**config.mk**
```make
export PLATFORM = sky130hd
export DESIGN_NAME = spi_tunnel_ctrl
export DESIGN_NICKNAME = d
export VERILOG_FILES = /design/src/hw/spi_tunnel_pkg.sv /design/src/hw/irq_bank_if.sv /design/src/hw/irq_bank.sv /design/src/hw/spi_tunnel_ctrl.sv
export SDC_FILE = /design/constraint.sdc
export NUM_CORES = 1
export LEC_CHECK = 0
export BUFFER_PORTS_ARGS = -buffer_cell sky130_fd_sc_hd__buf_2
export CORE_ASPECT_RATIO = 1.2
export CORE_MARGIN = 5
export CORE_UTILIZATION = 35
export DETAILED_ROUTE_END_ITERATION = 7
export MAX_ROUTING_LAYER = met4
export PLACE_DENSITY = 0.73
export SYNTH_ARGS = -nofsm -noshare
export SYNTH_HDL_FRONTEND = slang
export SYNTH_SLANG_ARGS = --single-unit
```
**constraint.sdc**
```tcl
create_clock -name sys_clk -period 2.4 [get_ports sys_clk]
set_clock_uncertainty 0.1 [all_clocks]
set_input_delay 0 -clock sys_clk [delete_from_list [all_inputs] [get_ports sys_clk]]
set_output_delay 0 -clock sys_clk [all_outputs]
set_load 0.01 [all_outputs]
```
**src/hw/spi_tunnel_pkg.sv**
```systemverilog
// Constants for the serial peripheral control, pin routing and interrupt registers.
// Assumes a 32-bit AXI4-Lite register bus with one register in the low byte of each aligned word.
//
// Contract
// - Select value 2 uses second address pin
// - Bit 5 picks main or subordinate target
// - Node id bits 3:0, ignored when main
// - Bits 6,5,4 enable master selects 2,1,0
// - Bit 3 drives busy onto a pin
// - Bits 2:0 choose busy pin 0 to 7
// - Pending underflow bit 6, overflow bit 5
// - Pending bad command bit 4, tunnel bit 3
// - Remote bits 2,1 raised only as master
// - Mask register gates pending interrupts
// - Bit 0 done; mask bits match positions
// - Mask bits 6,5 read back as written
// - Routed busy follows status busy bit 0 one cycle later
package spi_tunnel_pkg;

  localparam int AXI_ADDR_W = 12;
  localparam int AXI_DATA_W = 32;
  localparam int REG_W      = 8;
  localparam int IRQ_W      = 7;
  localparam int GPIO_N     = 8;

  localparam logic [7:0] IDX_STATUS   = 8'hB1;
  localparam logic [7:0] IDX_TARGET   = 8'hB4;
  localparam logic [7:0] IDX_PINCFG   = 8'hB5;
  localparam logic [7:0] IDX_PENDING  = 8'hB6;
  localparam logic [7:0] IDX_IRQMASK  = 8'hB7;

  localparam logic [7:0] TARGET_RESET  = 8'h00;
  localparam logic [7:0] PINCFG_RESET  = 8'h00;
  localparam logic [6:0] PENDING_RESET = 7'h00;
  localparam logic [6:0] MASK_RESET    = 7'h00;

  localparam int TGT_SEL_HI  = 7;
  localparam int TGT_SEL_LO  = 6;
  localparam int TGT_MAIN    = 5;
  localparam int TGT_NODE_HI = 3;
  localparam int TGT_NODE_LO = 0;
  localparam logic [1:0] SEL_SECOND_ADDR = 2'h2;

  localparam int PIN_MSS2   = 6;
  localparam int PIN_MSS0   = 4;
  localparam int PIN_GPIOEN = 3;
  localparam int PIN_SEL_HI = 2;
  localparam int PIN_SEL_LO = 0;

  localparam int IRQ_UNDERFLOW = 6;
  localparam int IRQ_OVERFLOW  = 5;
  localparam int IRQ_INVALID_COMMAND_ERR    = 4;
  localparam int IRQ_TUNNEL    = 3;
  localparam int IRQ_TWOWIRE   = 2;
  localparam int IRQ_REMOTEREG = 1;
  localparam int IRQ_DONE      = 0;
  localparam logic [6:0] MASTER_ONLY_BITS = 7'h06;

  localparam int STAT_BUSY = 0;

  localparam logic [1:0] RESP_OKAY   = 2'h0;
  localparam logic [1:0] RESP_SLVERR = 2'h2;

endpackage

```
**src/hw/irq_bank_if.sv**
```systemverilog
// Carries writes and events into the interrupt bank and its state back out.
// Assumes both ends run on the same clock.
`timescale 1ns/1ps
interface irq_bank_if;
  logic       pendWrite;
  logic       maskWrite;
  logic [7:0] wrData;
  logic [6:0] eventSet;
  logic [6:0] pending;
  logic [6:0] mask;

  modport bank (
    input  pendWrite,
    input  maskWrite,
    input  wrData,
    input  eventSet,
    output pending,
    output mask
  );

  modport ctrl (
    output pendWrite,
    output maskWrite,
    output wrData,
    output eventSet,
    input  pending,
    input  mask
  );
endinterface

```
**src/hw/irq_bank.sv**
```systemverilog
// Holds the sticky pending interrupt bits and their enable mask.
// Assumes event inputs are one-cycle pulses synchronous to sys_clk.
`timescale 1ns/1ps
module irq_bank (
  input wire logic sys_clk,
  input wire logic rst,
  irq_bank_if.bank bus
);

  logic [6:0] pending_r;
  logic [6:0] pending_nxt;
  logic [6:0] mask_r;
  logic [6:0] clearBits;

  // Write one clears; an event in the same cycle wins over the clear.
  assign clearBits   = bus.pendWrite ? bus.wrData[6:0] : 7'h00;
  assign pending_nxt = (pending_r & ~clearBits) | bus.eventSet;

  always_ff @(posedge sys_clk or posedge rst) begin
    if (rst) begin
      pending_r <= spi_tunnel_pkg::PENDING_RESET;
    end else begin
      pending_r <= pending_nxt;
    end
  end

  always_ff @(posedge sys_clk or posedge rst) begin
    if (rst) begin
      mask_r <= spi_tunnel_pkg::MASK_RESET;
    end else if (bus.maskWrite) begin
      mask_r <= bus.wrData[6:0];
    end
  end

  assign bus.pending = pending_r;
  assign bus.mask    = mask_r;

endmodule

```
**src/hw/spi_tunnel_ctrl.sv**
```systemverilog
// Register slave for serial peripheral target select, busy pin routing, select enables and interrupts.
// Assumes an AXI4-Lite master on sys_clk and event pulses from the shifting engine.
//
// Our own choice: the AXI4-Lite register port.
`timescale 1ns/1ps
module spi_tunnel_ctrl (
  input  wire logic        sys_clk,
  input  wire logic        rst,
  input  wire logic [11:0] s_axi_awaddr,
  input  wire logic [2:0]  s_axi_awprot,
  input  wire logic        s_axi_awvalid,
  output logic             s_axi_awready,
  input  wire logic [31:0] s_axi_wdata,
  input  wire logic [3:0]  s_axi_wstrb,
  input  wire logic        s_axi_wvalid,
  output logic             s_axi_wready,
  output logic [1:0]       s_axi_bresp,
  output logic             s_axi_bvalid,
  input  wire logic        s_axi_bready,
  input  wire logic [11:0] s_axi_araddr,
  input  wire logic [2:0]  s_axi_arprot,
  input  wire logic        s_axi_arvalid,
  output logic             s_axi_arready,
  output logic [31:0]      s_axi_rdata,
  output logic [1:0]       s_axi_rresp,
  output logic             s_axi_rvalid,
  input  wire logic        s_axi_rready,
  input  wire logic        peripheralBusy,
  input  wire logic        masterMode,
  input  wire logic        queueUnderflowEv,
  input  wire logic        queueOverflowEv,
  input  wire logic        invalidCommandEv,
  input  wire logic        tunnelErrorEv,
  input  wire logic        remoteTwowireEv,
  input  wire logic        remoteRegisterEv,
  input  wire logic        transferDoneEv,
  output logic [1:0]       targetSelect,
  output logic             useSecondAddressPin,
  output logic             mainTargetFlag,
  output logic [3:0]       targetNode,
  output logic [2:0]       masterSelectEnable,
  output logic [7:0]       busyPinOut,
  output logic [7:0]       busyPinOe,
  output logic             spiIrq
);

  // Register index taken from a byte address.
  function automatic logic [7:0] regIndex(input logic [11:0] addr);
    regIndex = addr[9:2];
  endfunction

  // True when the index names a register of this block.
  function automatic logic isMapped(input logic [7:0] idx);
    isMapped = (idx == spi_tunnel_pkg::IDX_STATUS) || (idx == spi_tunnel_pkg::IDX_TARGET) ||
               (idx == spi_tunnel_pkg::IDX_PINCFG) || (idx == spi_tunnel_pkg::IDX_PENDING) ||
               (idx == spi_tunnel_pkg::IDX_IRQMASK);
  endfunction

  // Target register with its unused bit 4 forced to zero.
  function automatic logic [7:0] keepTarget(input logic [7:0] v);
    keepTarget = {v[spi_tunnel_pkg::TGT_SEL_HI:spi_tunnel_pkg::TGT_MAIN], 1'b0,
                  v[spi_tunnel_pkg::TGT_NODE_HI:spi_tunnel_pkg::TGT_NODE_LO]};
  endfunction

  // Pin configuration with its unused top bit forced to zero.
  function automatic logic [7:0] keepPinCfg(input logic [7:0] v);
    keepPinCfg = {1'b0, v[spi_tunnel_pkg::PIN_MSS2:spi_tunnel_pkg::PIN_SEL_LO]};
  endfunction

  irq_bank_if irqBus ();

  irq_bank u_irq_bank (
    .sys_clk (sys_clk),
    .rst     (rst),
    .bus     (irqBus)
  );

  // Write channel state.
  logic        awReady_r;
  logic        awReady_nxt;
  logic        awHeld_r;
  logic        awHeld_nxt;
  logic [7:0]  awIdx_r;
  logic        wReady_r;
  logic        wReady_nxt;
  logic        wHeld_r;
  logic        wHeld_nxt;
  logic [7:0]  wData_r;
  logic        wLane0_r;
  logic        bValid_r;
  logic        bValid_nxt;
  logic [1:0]  bResp_r;
  logic        awTake;
  logic        wTake;
  logic        doWrite;
  logic        writeLow;

  // Read channel state.
  logic        arReady_r;
  logic        arReady_nxt;
  logic        rValid_r;
  logic        rValid_nxt;
  logic [31:0] rData_r;
  logic [1:0]  rResp_r;
  logic        arTake;
  logic [7:0]  arIdx;
  logic [7:0]  readByte;

  // Configuration registers.
  logic [7:0]  target_r;
  logic [7:0]  pinCfg_r;

  // Registered outputs.
  logic [1:0]  targetSelect_r;
  logic        useSecondAddr_r;
  logic        mainTarget_r;
  logic [3:0]  targetNode_r;
  logic [2:0]  masterSelect_r;
  logic [7:0]  busyPinOut_r;
  logic [7:0]  busyPinOe_r;
  logic        irq_r;

  // Derived wires.
  logic        busyToPinEnable;
  logic [2:0]  busyPinChoice;
  logic [7:0]  busyPinOneHot;
  logic [6:0]  rawEvents;
  logic [6:0]  gatedEvents;
  logic        irqLevel;
  logic [7:0]  statusByte;
  logic [7:0]  targetView;
  logic [7:0]  pinCfgView;
  logic [7:0]  pendingView;
  logic [7:0]  maskView;
  logic        wrTarget;
  logic        wrPinCfg;
  logic        wrPending;
  logic        wrMask;
  logic [1:0]  targetSelField;
  logic        secondAddrSel;
  logic [3:0]  nodeEffective;
  logic [2:0]  masterSelField;

  // Write address and data are taken independently, in either order.
  assign awTake   = s_axi_awvalid & awReady_r;
  assign wTake    = s_axi_wvalid & wReady_r;
  assign doWrite  = awHeld_r & wHeld_r & ~bValid_r;
  assign writeLow = doWrite & wLane0_r & isMapped(awIdx_r);

  assign awHeld_nxt  = (awHeld_r | awTake) & ~doWrite;
  assign wHeld_nxt   = (wHeld_r | wTake) & ~doWrite;
  assign bValid_nxt  = doWrite | (bValid_r & ~s_axi_bready);
  assign awReady_nxt = ~awHeld_nxt & ~bValid_nxt;
  assign wReady_nxt  = ~wHeld_nxt & ~bValid_nxt;

  always_ff @(posedge sys_clk or posedge rst) begin
    if (rst) begin
      awReady_r <= 1'b0;
      wReady_r  <= 1'b0;
      awHeld_r  <= 1'b0;
      wHeld_r   <= 1'b0;
      bValid_r  <= 1'b0;
    end else begin
      awReady_r <= awReady_nxt;
      wReady_r  <= wReady_nxt;
      awHeld_r  <= awHeld_nxt;
      wHeld_r   <= wHeld_nxt;
      bValid_r  <= bValid_nxt;
    end
  end

  always_ff @(posedge sys_clk or posedge rst) begin
    if (rst) begin
      awIdx_r <= 8'h00;
    end else if (awTake) begin
      awIdx_r <= regIndex(s_axi_awaddr);
    end
  end

  always_ff @(posedge sys_clk or posedge rst) begin
    if (rst) begin
      wData_r  <= 8'h00;
      wLane0_r <= 1'b0;
    end else if (wTake) begin
      wData_r  <= s_axi_wdata[7:0];
      wLane0_r <= s_axi_wstrb[0];
    end
  end

  // Unmapped addresses answer with a slave error and change nothing.
  always_ff @(posedge sys_clk or posedge rst) begin
    if (rst) begin
      bResp_r <= spi_tunnel_pkg::RESP_OKAY;
    end else if (doWrite) begin
      bResp_r <= isMapped(awIdx_r) ? spi_tunnel_pkg::RESP_OKAY : spi_tunnel_pkg::RESP_SLVERR;
    end
  end

  // Read address is taken when no answer is outstanding; data follows one cycle later.
  assign arTake      = s_axi_arvalid & arReady_r;
  assign arIdx       = regIndex(s_axi_araddr);
  assign rValid_nxt  = arTake | (rValid_r & ~s_axi_rready);
  assign arReady_nxt = ~rValid_nxt;

  always_ff @(posedge sys_clk or posedge rst) begin
    if (rst) begin
      arReady_r <= 1'b0;
      rValid_r  <= 1'b0;
    end else begin
      arReady_r <= arReady_nxt;
      rValid_r  <= rValid_nxt;
    end
  end

  always_ff @(posedge sys_clk or posedge rst) begin
    if (rst) begin
      rData_r <= 32'h0000_0000;
      rResp_r <= spi_tunnel_pkg::RESP_OKAY;
    end else if (arTake) begin
      rData_r <= {24'h00_0000, readByte};
      rResp_r <= isMapped(arIdx) ? spi_tunnel_pkg::RESP_OKAY : spi_tunnel_pkg::RESP_SLVERR;
    end
  end

  // Status byte shows the live busy flag; other bits read as zero.
  assign statusByte = {7'h00, peripheralBusy};

  // Reserved bits read as zero.
  assign targetView  = keepTarget(target_r);
  assign pinCfgView  = keepPinCfg(pinCfg_r);
  assign pendingView = {1'b0, irqBus.pending};
  assign maskView    = {1'b0, irqBus.mask};

  assign readByte =
    (arIdx == spi_tunnel_pkg::IDX_STATUS)  ? statusByte :
    (arIdx == spi_tunnel_pkg::IDX_TARGET)  ? targetView :
    (arIdx == spi_tunnel_pkg::IDX_PINCFG)  ? pinCfgView :
    (arIdx == spi_tunnel_pkg::IDX_PENDING) ? pendingView :
    (arIdx == spi_tunnel_pkg::IDX_IRQMASK) ? maskView :
    8'h00;

  // One write strobe per writable register (none for status), from the held address.
  assign wrTarget  = writeLow && (awIdx_r == spi_tunnel_pkg::IDX_TARGET);
  assign wrPinCfg  = writeLow && (awIdx_r == spi_tunnel_pkg::IDX_PINCFG);
  assign wrPending = writeLow && (awIdx_r == spi_tunnel_pkg::IDX_PENDING);
  assign wrMask    = writeLow && (awIdx_r == spi_tunnel_pkg::IDX_IRQMASK);

  // Target select register.
  always_ff @(posedge sys_clk or posedge rst) begin
    if (rst) begin
      target_r <= spi_tunnel_pkg::TARGET_RESET;
    end else if (wrTarget) begin
      target_r <= keepTarget(wData_r);
    end
  end

  // Pin configuration register.
  always_ff @(posedge sys_clk or posedge rst) begin
    if (rst) begin
      pinCfg_r <= spi_tunnel_pkg::PINCFG_RESET;
    end else if (wrPinCfg) begin
      pinCfg_r <= keepPinCfg(wData_r);
    end
  end

  // Interrupt bank writes and events.
  assign rawEvents = {queueUnderflowEv, queueOverflowEv, invalidCommandEv, tunnelErrorEv,
                      remoteTwowireEv, remoteRegisterEv, transferDoneEv};
  assign gatedEvents = rawEvents & ~(spi_tunnel_pkg::MASTER_ONLY_BITS & {7{~masterMode}});

  assign irqBus.pendWrite = wrPending;
  assign irqBus.maskWrite = wrMask;
  assign irqBus.wrData    = wData_r;
  assign irqBus.eventSet  = gatedEvents;

  assign irqLevel = |(irqBus.pending & irqBus.mask);

  // Busy pin routing.
  assign busyToPinEnable = pinCfg_r[spi_tunnel_pkg::PIN_GPIOEN];
  assign busyPinChoice   = pinCfg_r[spi_tunnel_pkg::PIN_SEL_HI:spi_tunnel_pkg::PIN_SEL_LO];
  assign busyPinOneHot   = busyToPinEnable ? (8'h01 << busyPinChoice) : 8'h00;

  always_ff @(posedge sys_clk or posedge rst) begin
    if (rst) begin
      busyPinOut_r <= 8'h00;
      busyPinOe_r  <= 8'h00;
    end else begin
      busyPinOut_r <= busyPinOneHot & {8{peripheralBusy}};
      busyPinOe_r  <= busyPinOneHot;
    end
  end

  // Steered output values.
  assign targetSelField = target_r[spi_tunnel_pkg::TGT_SEL_HI:spi_tunnel_pkg::TGT_SEL_LO];
  assign secondAddrSel  = (targetSelField == spi_tunnel_pkg::SEL_SECOND_ADDR);
  assign nodeEffective  = target_r[spi_tunnel_pkg::TGT_MAIN] ? 4'h0 :
                          target_r[spi_tunnel_pkg::TGT_NODE_HI:spi_tunnel_pkg::TGT_NODE_LO];
  assign masterSelField = pinCfg_r[spi_tunnel_pkg::PIN_MSS2:spi_tunnel_pkg::PIN_MSS0];

  // Target outputs.
  always_ff @(posedge sys_clk or posedge rst) begin
    if (rst) begin
      targetSelect_r  <= 2'h0;
      useSecondAddr_r <= 1'b0;
      mainTarget_r    <= 1'b0;
      targetNode_r    <= 4'h0;
    end else begin
      targetSelect_r  <= targetSelField;
      useSecondAddr_r <= secondAddrSel;
      mainTarget_r    <= target_r[spi_tunnel_pkg::TGT_MAIN];
      targetNode_r    <= nodeEffective;
    end
  end

  // Select enable outputs.
  always_ff @(posedge sys_clk or posedge rst) begin
    if (rst) begin
      masterSelect_r <= 3'h0;
    end else begin
      masterSelect_r <= masterSelField;
    end
  end

  // Interrupt request output.
  always_ff @(posedge sys_clk or posedge rst) begin
    if (rst) begin
      irq_r <= 1'b0;
    end else begin
      irq_r <= irqLevel;
    end
  end

  assign s_axi_awready       = awReady_r;
  assign s_axi_wready        = wReady_r;
  assign s_axi_bvalid        = bValid_r;
  assign s_axi_bresp         = bResp_r;
  assign s_axi_arready       = arReady_r;
  assign s_axi_rvalid        = rValid_r;
  assign s_axi_rdata         = rData_r;
  assign s_axi_rresp         = rResp_r;
  assign targetSelect        = targetSelect_r;
  assign useSecondAddressPin = useSecondAddr_r;
  assign mainTargetFlag      = mainTarget_r;
  assign targetNode          = targetNode_r;
  assign masterSelectEnable  = masterSelect_r;
  assign busyPinOut          = busyPinOut_r;
  assign busyPinOe           = busyPinOe_r;
  assign spiIrq              = irq_r;

endmodule

```
# Word-level counts from Yosys, hierarchy flattened

Cells that the tools add are included.

Bits in registers: 92
Output and inout port bits: 69
Logic and storage cells: 93

Eq/ne operators: 11
Shift-type cells: 1
Multiplexer cells: 10
Bitwise logic cells: 33
Reductions and logical operators: 13

Operator list:

| operator            | number |
|---|---|
| $eq 8x8->1 const B  | 10 |
| $mux 7              | 4 |
| $mux 8              | 3 |
| $and 7x7->7         | 3 |
| $and 1x1->1         | 13 |
| $not 1->1           | 9 |
| $and 8x8->8         | 1 |
| $logic_or 1x1->1    | 8 |
| $shl 1x3->8 const A | 1 |
| $not 3->7           | 1 |
| $not 7->7           | 1 |
| $or 7x7->7          | 1 |
| $reduce_or 7->1     | 1 |
| $logic_and 1x1->1   | 4 |
| $mux 2              | 2 |
| $mux 4              | 1 |
| $or 1x1->1          | 4 |
| $eq 2x2->1 const B  | 1 |

# Depth between registers and ports, before layout

Depth in word-level cells: 11
Gate-level depth with buffers: 5

# Cells and area by module

A second synthesis with hierarchy kept.

Cell total of the unflattened synthesis: 305
Area, all modules: 3802.4 um^2

Modules (own cells, without submodules):

| module          | instances | cells an instance | area each (um^2) | sequential area each (um^2) |
|---|---|---|---|---|
| spi_tunnel_ctrl | 1         | 268               | 3253.1           | 1901.8 |
| irq_bank        | 1         | 37                | 549.3            | 350.3 |

# Least setup slack after synthesis

Ideal clock, no wire load.

Path type: flip-flop to flip-flop
Start point: register bValid_r, in the netlist s_axi_bvalid
End point: register u_irq_bank.mask_r[0], in the netlist u_irq_bank.bus.mask[0]
Setup time: 0.125 ns
Arrival: 1.586 ns
Slack: 0.590 ns
Cell stages (with the launch flop): 5
Buffers on the path: 0
Path through: dfrtp_1 -> nand3b_1 -> nor4_4 -> nand3_4 -> mux2_2

Word-level cells in the longest chain between the ends: 5

RTL lines:

| element                   | line                   | text |
|---|---|---|
| start: declaration        | spi_tunnel_ctrl.sv:90  | `logic bValid_r;` |
| start signal: assignment  | spi_tunnel_ctrl.sv:168 | `bValid_r <= bValid_nxt;` |
| $not 1->1                 | spi_tunnel_ctrl.sv:147 | `assign doWrite = awHeld_r & wHeld_r & ~bValid_r;` |
| $and 1x1->1               | spi_tunnel_ctrl.sv:147 |  |
| $and 1x1->1 (2 in series) | spi_tunnel_ctrl.sv:148 | `assign writeLow = doWrite & wLane0_r & isMapped(awIdx_r);` |
| $logic_and 1x1->1         | spi_tunnel_ctrl.sv:246 | `assign wrMask = writeLow && (awIdx_r == spi_tunnel_pkg::IDX_IRQMASK);` |
| end signal: assignment    | irq_bank.sv:29         | `mask_r <= spi_tunnel_pkg::MASK_RESET;` |
| end signal: assignment    | irq_bank.sv:31         | `mask_r <= bus.wrData[6:0];` |
| end: declaration          | irq_bank.sv:12         | `logic [6:0] mask_r;` |

Every way passes these cells.
A chain may end at the register's enable or synchronous reset.

# Final worst setup path

Start point: register bValid_r, in the netlist s_axi_bvalid
End point: register u_irq_bank.pending_r[2], in the netlist u_irq_bank.bus.pending[2]

Word-level cells in the longest chain between the ends: 9

RTL lines:

| element                       | line                   | text |
|---|---|---|
| $not 1->1                     | spi_tunnel_ctrl.sv:147 |  |
| $and 1x1->1                   | spi_tunnel_ctrl.sv:147 |  |
| $and 1x1->1 (2 in series)     | spi_tunnel_ctrl.sv:148 |  |
| $logic_and 1x1->1             | spi_tunnel_ctrl.sv:245 | `assign wrPending = writeLow && (awIdx_r == spi_tunnel_pkg::IDX_PENDING);` |
| $mux 7                        | irq_bank.sv:16         | `assign clearBits = bus.pendWrite ? bus.wrData[6:0] : 7'h00;` |
| $not 7->7                     | irq_bank.sv:17         | `assign pending_nxt = (pending_r & ~clearBits) \| bus.eventSet;` |
| $and 7x7->7                   | irq_bank.sv:17         |  |
| $or 7x7->7                    | irq_bank.sv:17         |  |
| via u_irq_bank.pending_nxt[2] | irq_bank.sv:11         | `logic [6:0] pending_nxt;` |
| end signal: assignment        | irq_bank.sv:21         | `pending_r <= spi_tunnel_pkg::PENDING_RESET;` |
| end signal: assignment        | irq_bank.sv:23         | `pending_r <= pending_nxt;` |
| end: declaration              | irq_bank.sv:10         | `logic [6:0] pending_r;` |

The timed path passes the listed nets, and every way through them passes these cells.

==> flow_metrics.py <==
metrics = {
    "cts": {
        "clock_sinks": 90,
        "clock-root-buffer": "clkbuf_16",
        "clkTransAtPathRegs_ps": 60,
        "ctsHoldBuffers": 37,
        "h-tree-depth": 3,
        "cts_setup_buffers": 0,
        "cts_tree": "yes",
        "cts_buffers": 9,
        "worstSkewPairLatency_ps": 340,
        "cts.repair.resized": 0,
        "max-clock-path-buffers": 2,
    },
    "synthesis": {
        "synth_edf_count": 0,
        "ys.flop_type": "dfrtp_1",
        "synthArstFlopShare_pct": 100,
        "syn-instance-count": 285,
        "ys_ff_latch": 90,
        "synth_area_per_cell_um2": 13.0,
        "ys.warnings.count": 0,
        "synth_cell_type_count": 35,
        "synth_area_mm2": 0.00369,
        "synth_seq_area_share_pct": 61.0,
    },
    "placement": {
        "placed_cells": 492,
        "dp_hpwl_um": 5870,
        "preCtsSetupSlack_ps": 639,
        "numPortBuffers": 83,
        "gp_congestion": 0.799,
    },
    "timing": {
        "finalCritPeriodShare_pct": 89.7,
        "setup_viol": 0,
        "setup_ws_ps": 247,
        "rsz0062_at_grt": "false",
        "hold_violations": 0,
        "fin_crit_ps": 2150,
        "fmax_mhz": 464,
        "tns_ps": 0,
        "slew_viol_final": 0,
    },
    "critical_path": {
        "end_kind": "flip-flop",
        "worstPathCellList": "nand3b_1 > nor4_4 > buf_4 > nand3_1 > a22o_1 > dlygate4sd3_1",
        "ff2ff_setup_slack_ps": 250,
        "cp-start-kind": "flip-flop",
        "slowest_delay_ps": 550,
        "crit_slowest_cell": "dlygate4sd3_1",
        "required_ps": 2520,
        "timing.rr.start": "s_axi_bvalid",
        "cp.arrival_ps": 2270,
        "rr_endpoint": "u_irq_bank.bus.pending[2]",
        "crit_start": "s_axi_bvalid",
        "reg2reg_depth": 6,
        "worstSetupPathType": "reg2reg",
        "crit_fanout": 9,
        "cp-endpoint": "u_irq_bank.bus.pending[2]",
    },
    "hold_path": {
        "min_path_type": "in2reg",
        "whs_path_depth": 5,
    },
    "routing": {
        "drt-total-wl_um": 8160,
        "viasPerCell": 4.58,
        "detail-route-antenna-nets": 0,
        "post_drt_wl_per_cell_um": 15.0,
        "drc_errors": 0,
        "vias": 2494,
        "drt_pass1_iterations": 5,
        "drt_first_iter_violations": 110,
    },
    "power": {
        "internal_power_mw": 2.92,
        "leakage_nw": 2.42,
        "p_sw_mw": 1.11,
        "p_sw_share_pct": 27.5,
        "p_comb_share_pct": 17.4,
        "power_mw": 4.03,
        "irDropWorstVdd_mv": 0.488,
        "power.density_mw_per_mm2": 833,
        "seqPwrFrac_pct": 50.1,
        "clkPwrFrac_pct": 32.5,
    },
    "layout": {
        "antenna_cells": 0,
        "drive_gt1_share_pct": 35.8,
        "fillCellCount": 947,
        "utilization_pct": 46.4,
        "layout.nets": 493,
        "fin_cells": 545,
        "area_delta_synth_final_pct": 30.8,
    },
    "global_route": {
        "grt-ovfl-total": 0,
        "grt_pass1_wl_um": 13400,
        "busiest_layer": "met2",
        "grt_use_met1_pct": 16.1,
        "antenna_found_initial": 0,
        "grtUsageTotal_pct": 13.9,
        "grt_pass1_vias": 2598,
        "met3_usage_pct": 3.00,
        "grt_max_degree": 91,
        "grt_use_met2_pct": 23.3,
    },
    "floorplanning": {
        "initial_core_util_pct": 35.5,
        "fp.dieH_um": 123,
        "core_area_mm2": 0.0104,
        "ioPinCount": 151,
        "rows": 41,
        "fp.dieW_um": 104,
        "die-area_mm2": 0.0127,
    },
    "run_status": {
        "outcome": "finished, final reports clean",
    },
    "job": {
        "max-cap-violations": 0,
    },
}
==> through the flow <==
step	instance area [um^2]	hold slack (ps)
2_1_floorplan	3790	-7.71
3_3_place_gp	4180	67.3
3_5_place_dp	4180	73.9
4_1_cts	4830	4.15
5_1_grt	4830	42.6
6_report	4830	7.45
==> routing by layer <==
metal | up-vias | routed length [um]
li1 | 1176 | -
met1 | 1220 | 3330
met2 | 88 | 4280
met3 | 10 | 404
met4 | 0 | 144
met5 | - | 0
==> logic make-up (layout without fill, tap and decap cells) <==
group                  count (synthesis)  count (layout)  synth area share, %
buffers and inverters                 41             147                 6.84
and+or+nand+nor                       80              80                 12.0
AOI/OAI and AO/OA                     27              27                 4.64
muxes                                 46              46                 15.5
other                                  1              26                0.101
DFF                                   90              90                 61.0
==> area by class of cell <==
cell class	count	area [um^2]	share of cell area, %
repair buffers	122	813	16.8
well taps	129	161	3.34
clock buffers	14	274	5.67
multi-input cells	179	1280	26.6
clock inverters	2	10.0	0.207
flip-flops and latches	90	2250	46.6
inverters	9	37.5	0.777
==> power by group through the flow <==
stage | combinational (mW) | clock [mW] | sequential [mW]
floorplan | 0.479 | 0 | 1.99
global placement | 0.624 | 0 | 2.03
detailed placement | 0.650 | 0 | 2.04
CTS | 0.706 | 1.34 | 2.02
global route | 0.781 | 1.41 | 2.06
finish | 0.700 | 1.31 | 2.02
==> cell usage in the layout (no fill, tap or decap), types with 2 or more instances in the layout <==
cell type and instances:
clkbuf_8 3, mux4_2 5, a22oi_1 2, nand3_1 9, a22o_1 2, clkbuf_16 9, mux2i_1 2, nor3_1 6
o21ai_0 10, a21o_1 5, nor2b_1 10, clkbuf_1 2, mux2_2 39, dlygate4sd3_1 37, dfrtp_1 90, nand2_1 20
clkinv_2 2, nand4_1 2, buf_2 83, conb_1 26, nand3b_1 2, a21oi_1 4, nand2b_1 4, nor2_1 19
inv_1 8
==> critical path: cells and delay by family (launching register included) <==
kind / cells / cell delay [ps]
AND/OR/NAND/NOR: 3 / 570
buffers and inverters: 2 / 770
flip-flops: 1 / 400
AO/OA/AOI/OAI: 1 / 190
==> Yosys cell counts, types with 2 or more instances <==
| cell type | n | share of area [%] |
|---|---|---|
| clkbuf_1 | 4 | 0.41 |
| nand3_1 | 9 | 1.2 |
| dfrtp_1 | 90 | 61 |
| mux2i_1 | 2 | 0.54 |
| nor2b_1 | 10 | 1.7 |
| nand2b_1 | 4 | 0.68 |
| a21oi_1 | 4 | 0.54 |
| nor3_1 | 6 | 0.81 |
| mux2_2 | 39 | 12 |
| a21o_1 | 5 | 1.0 |
| nand4_1 | 2 | 0.34 |
| mux4_2 | 5 | 3.0 |
| nand3b_1 | 2 | 0.41 |
| a22oi_1 | 2 | 0.41 |
| o21ai_0 | 10 | 1.4 |
| inv_1 | 9 | 0.91 |
| buf_4 | 26 | 5.3 |
| nand2_1 | 20 | 2.0 |
| a22o_1 | 2 | 0.47 |
| nor2_1 | 19 | 1.9 |
==> registers in the layout, indices dropped and copies added (netlist names), 2 cells and up <==
signal	flops
busyPinOe	8
awIdx_r	8
targetNode	4
target_r	7
u_irq_bank.bus.mask	7
pinCfg_r	7
u_irq_bank.bus.pending	7
s_axi_rdata	8
masterSelectEnable	3
irqBus.wrData	8
targetSelect	2
busyPinOut	8
==> how the worst min path moves through the flow <==
stage / start / end / slack, ps
after floorplan: transferDoneEv / u_irq_bank.bus.pending[0] / -8
after global placement: rst / busyPinOe[0] / 70
after detailed placement: rst / busyPinOe[3] / 70
after CTS: s_axi_araddr[9] / s_axi_rdata[0] / 4
after global routing: s_axi_araddr[8] / s_axi_rdata[0] / 40
final: s_axi_araddr[9] / s_axi_rdata[0] / 7
Note: power is estimated with default switching activity, not from simulation.
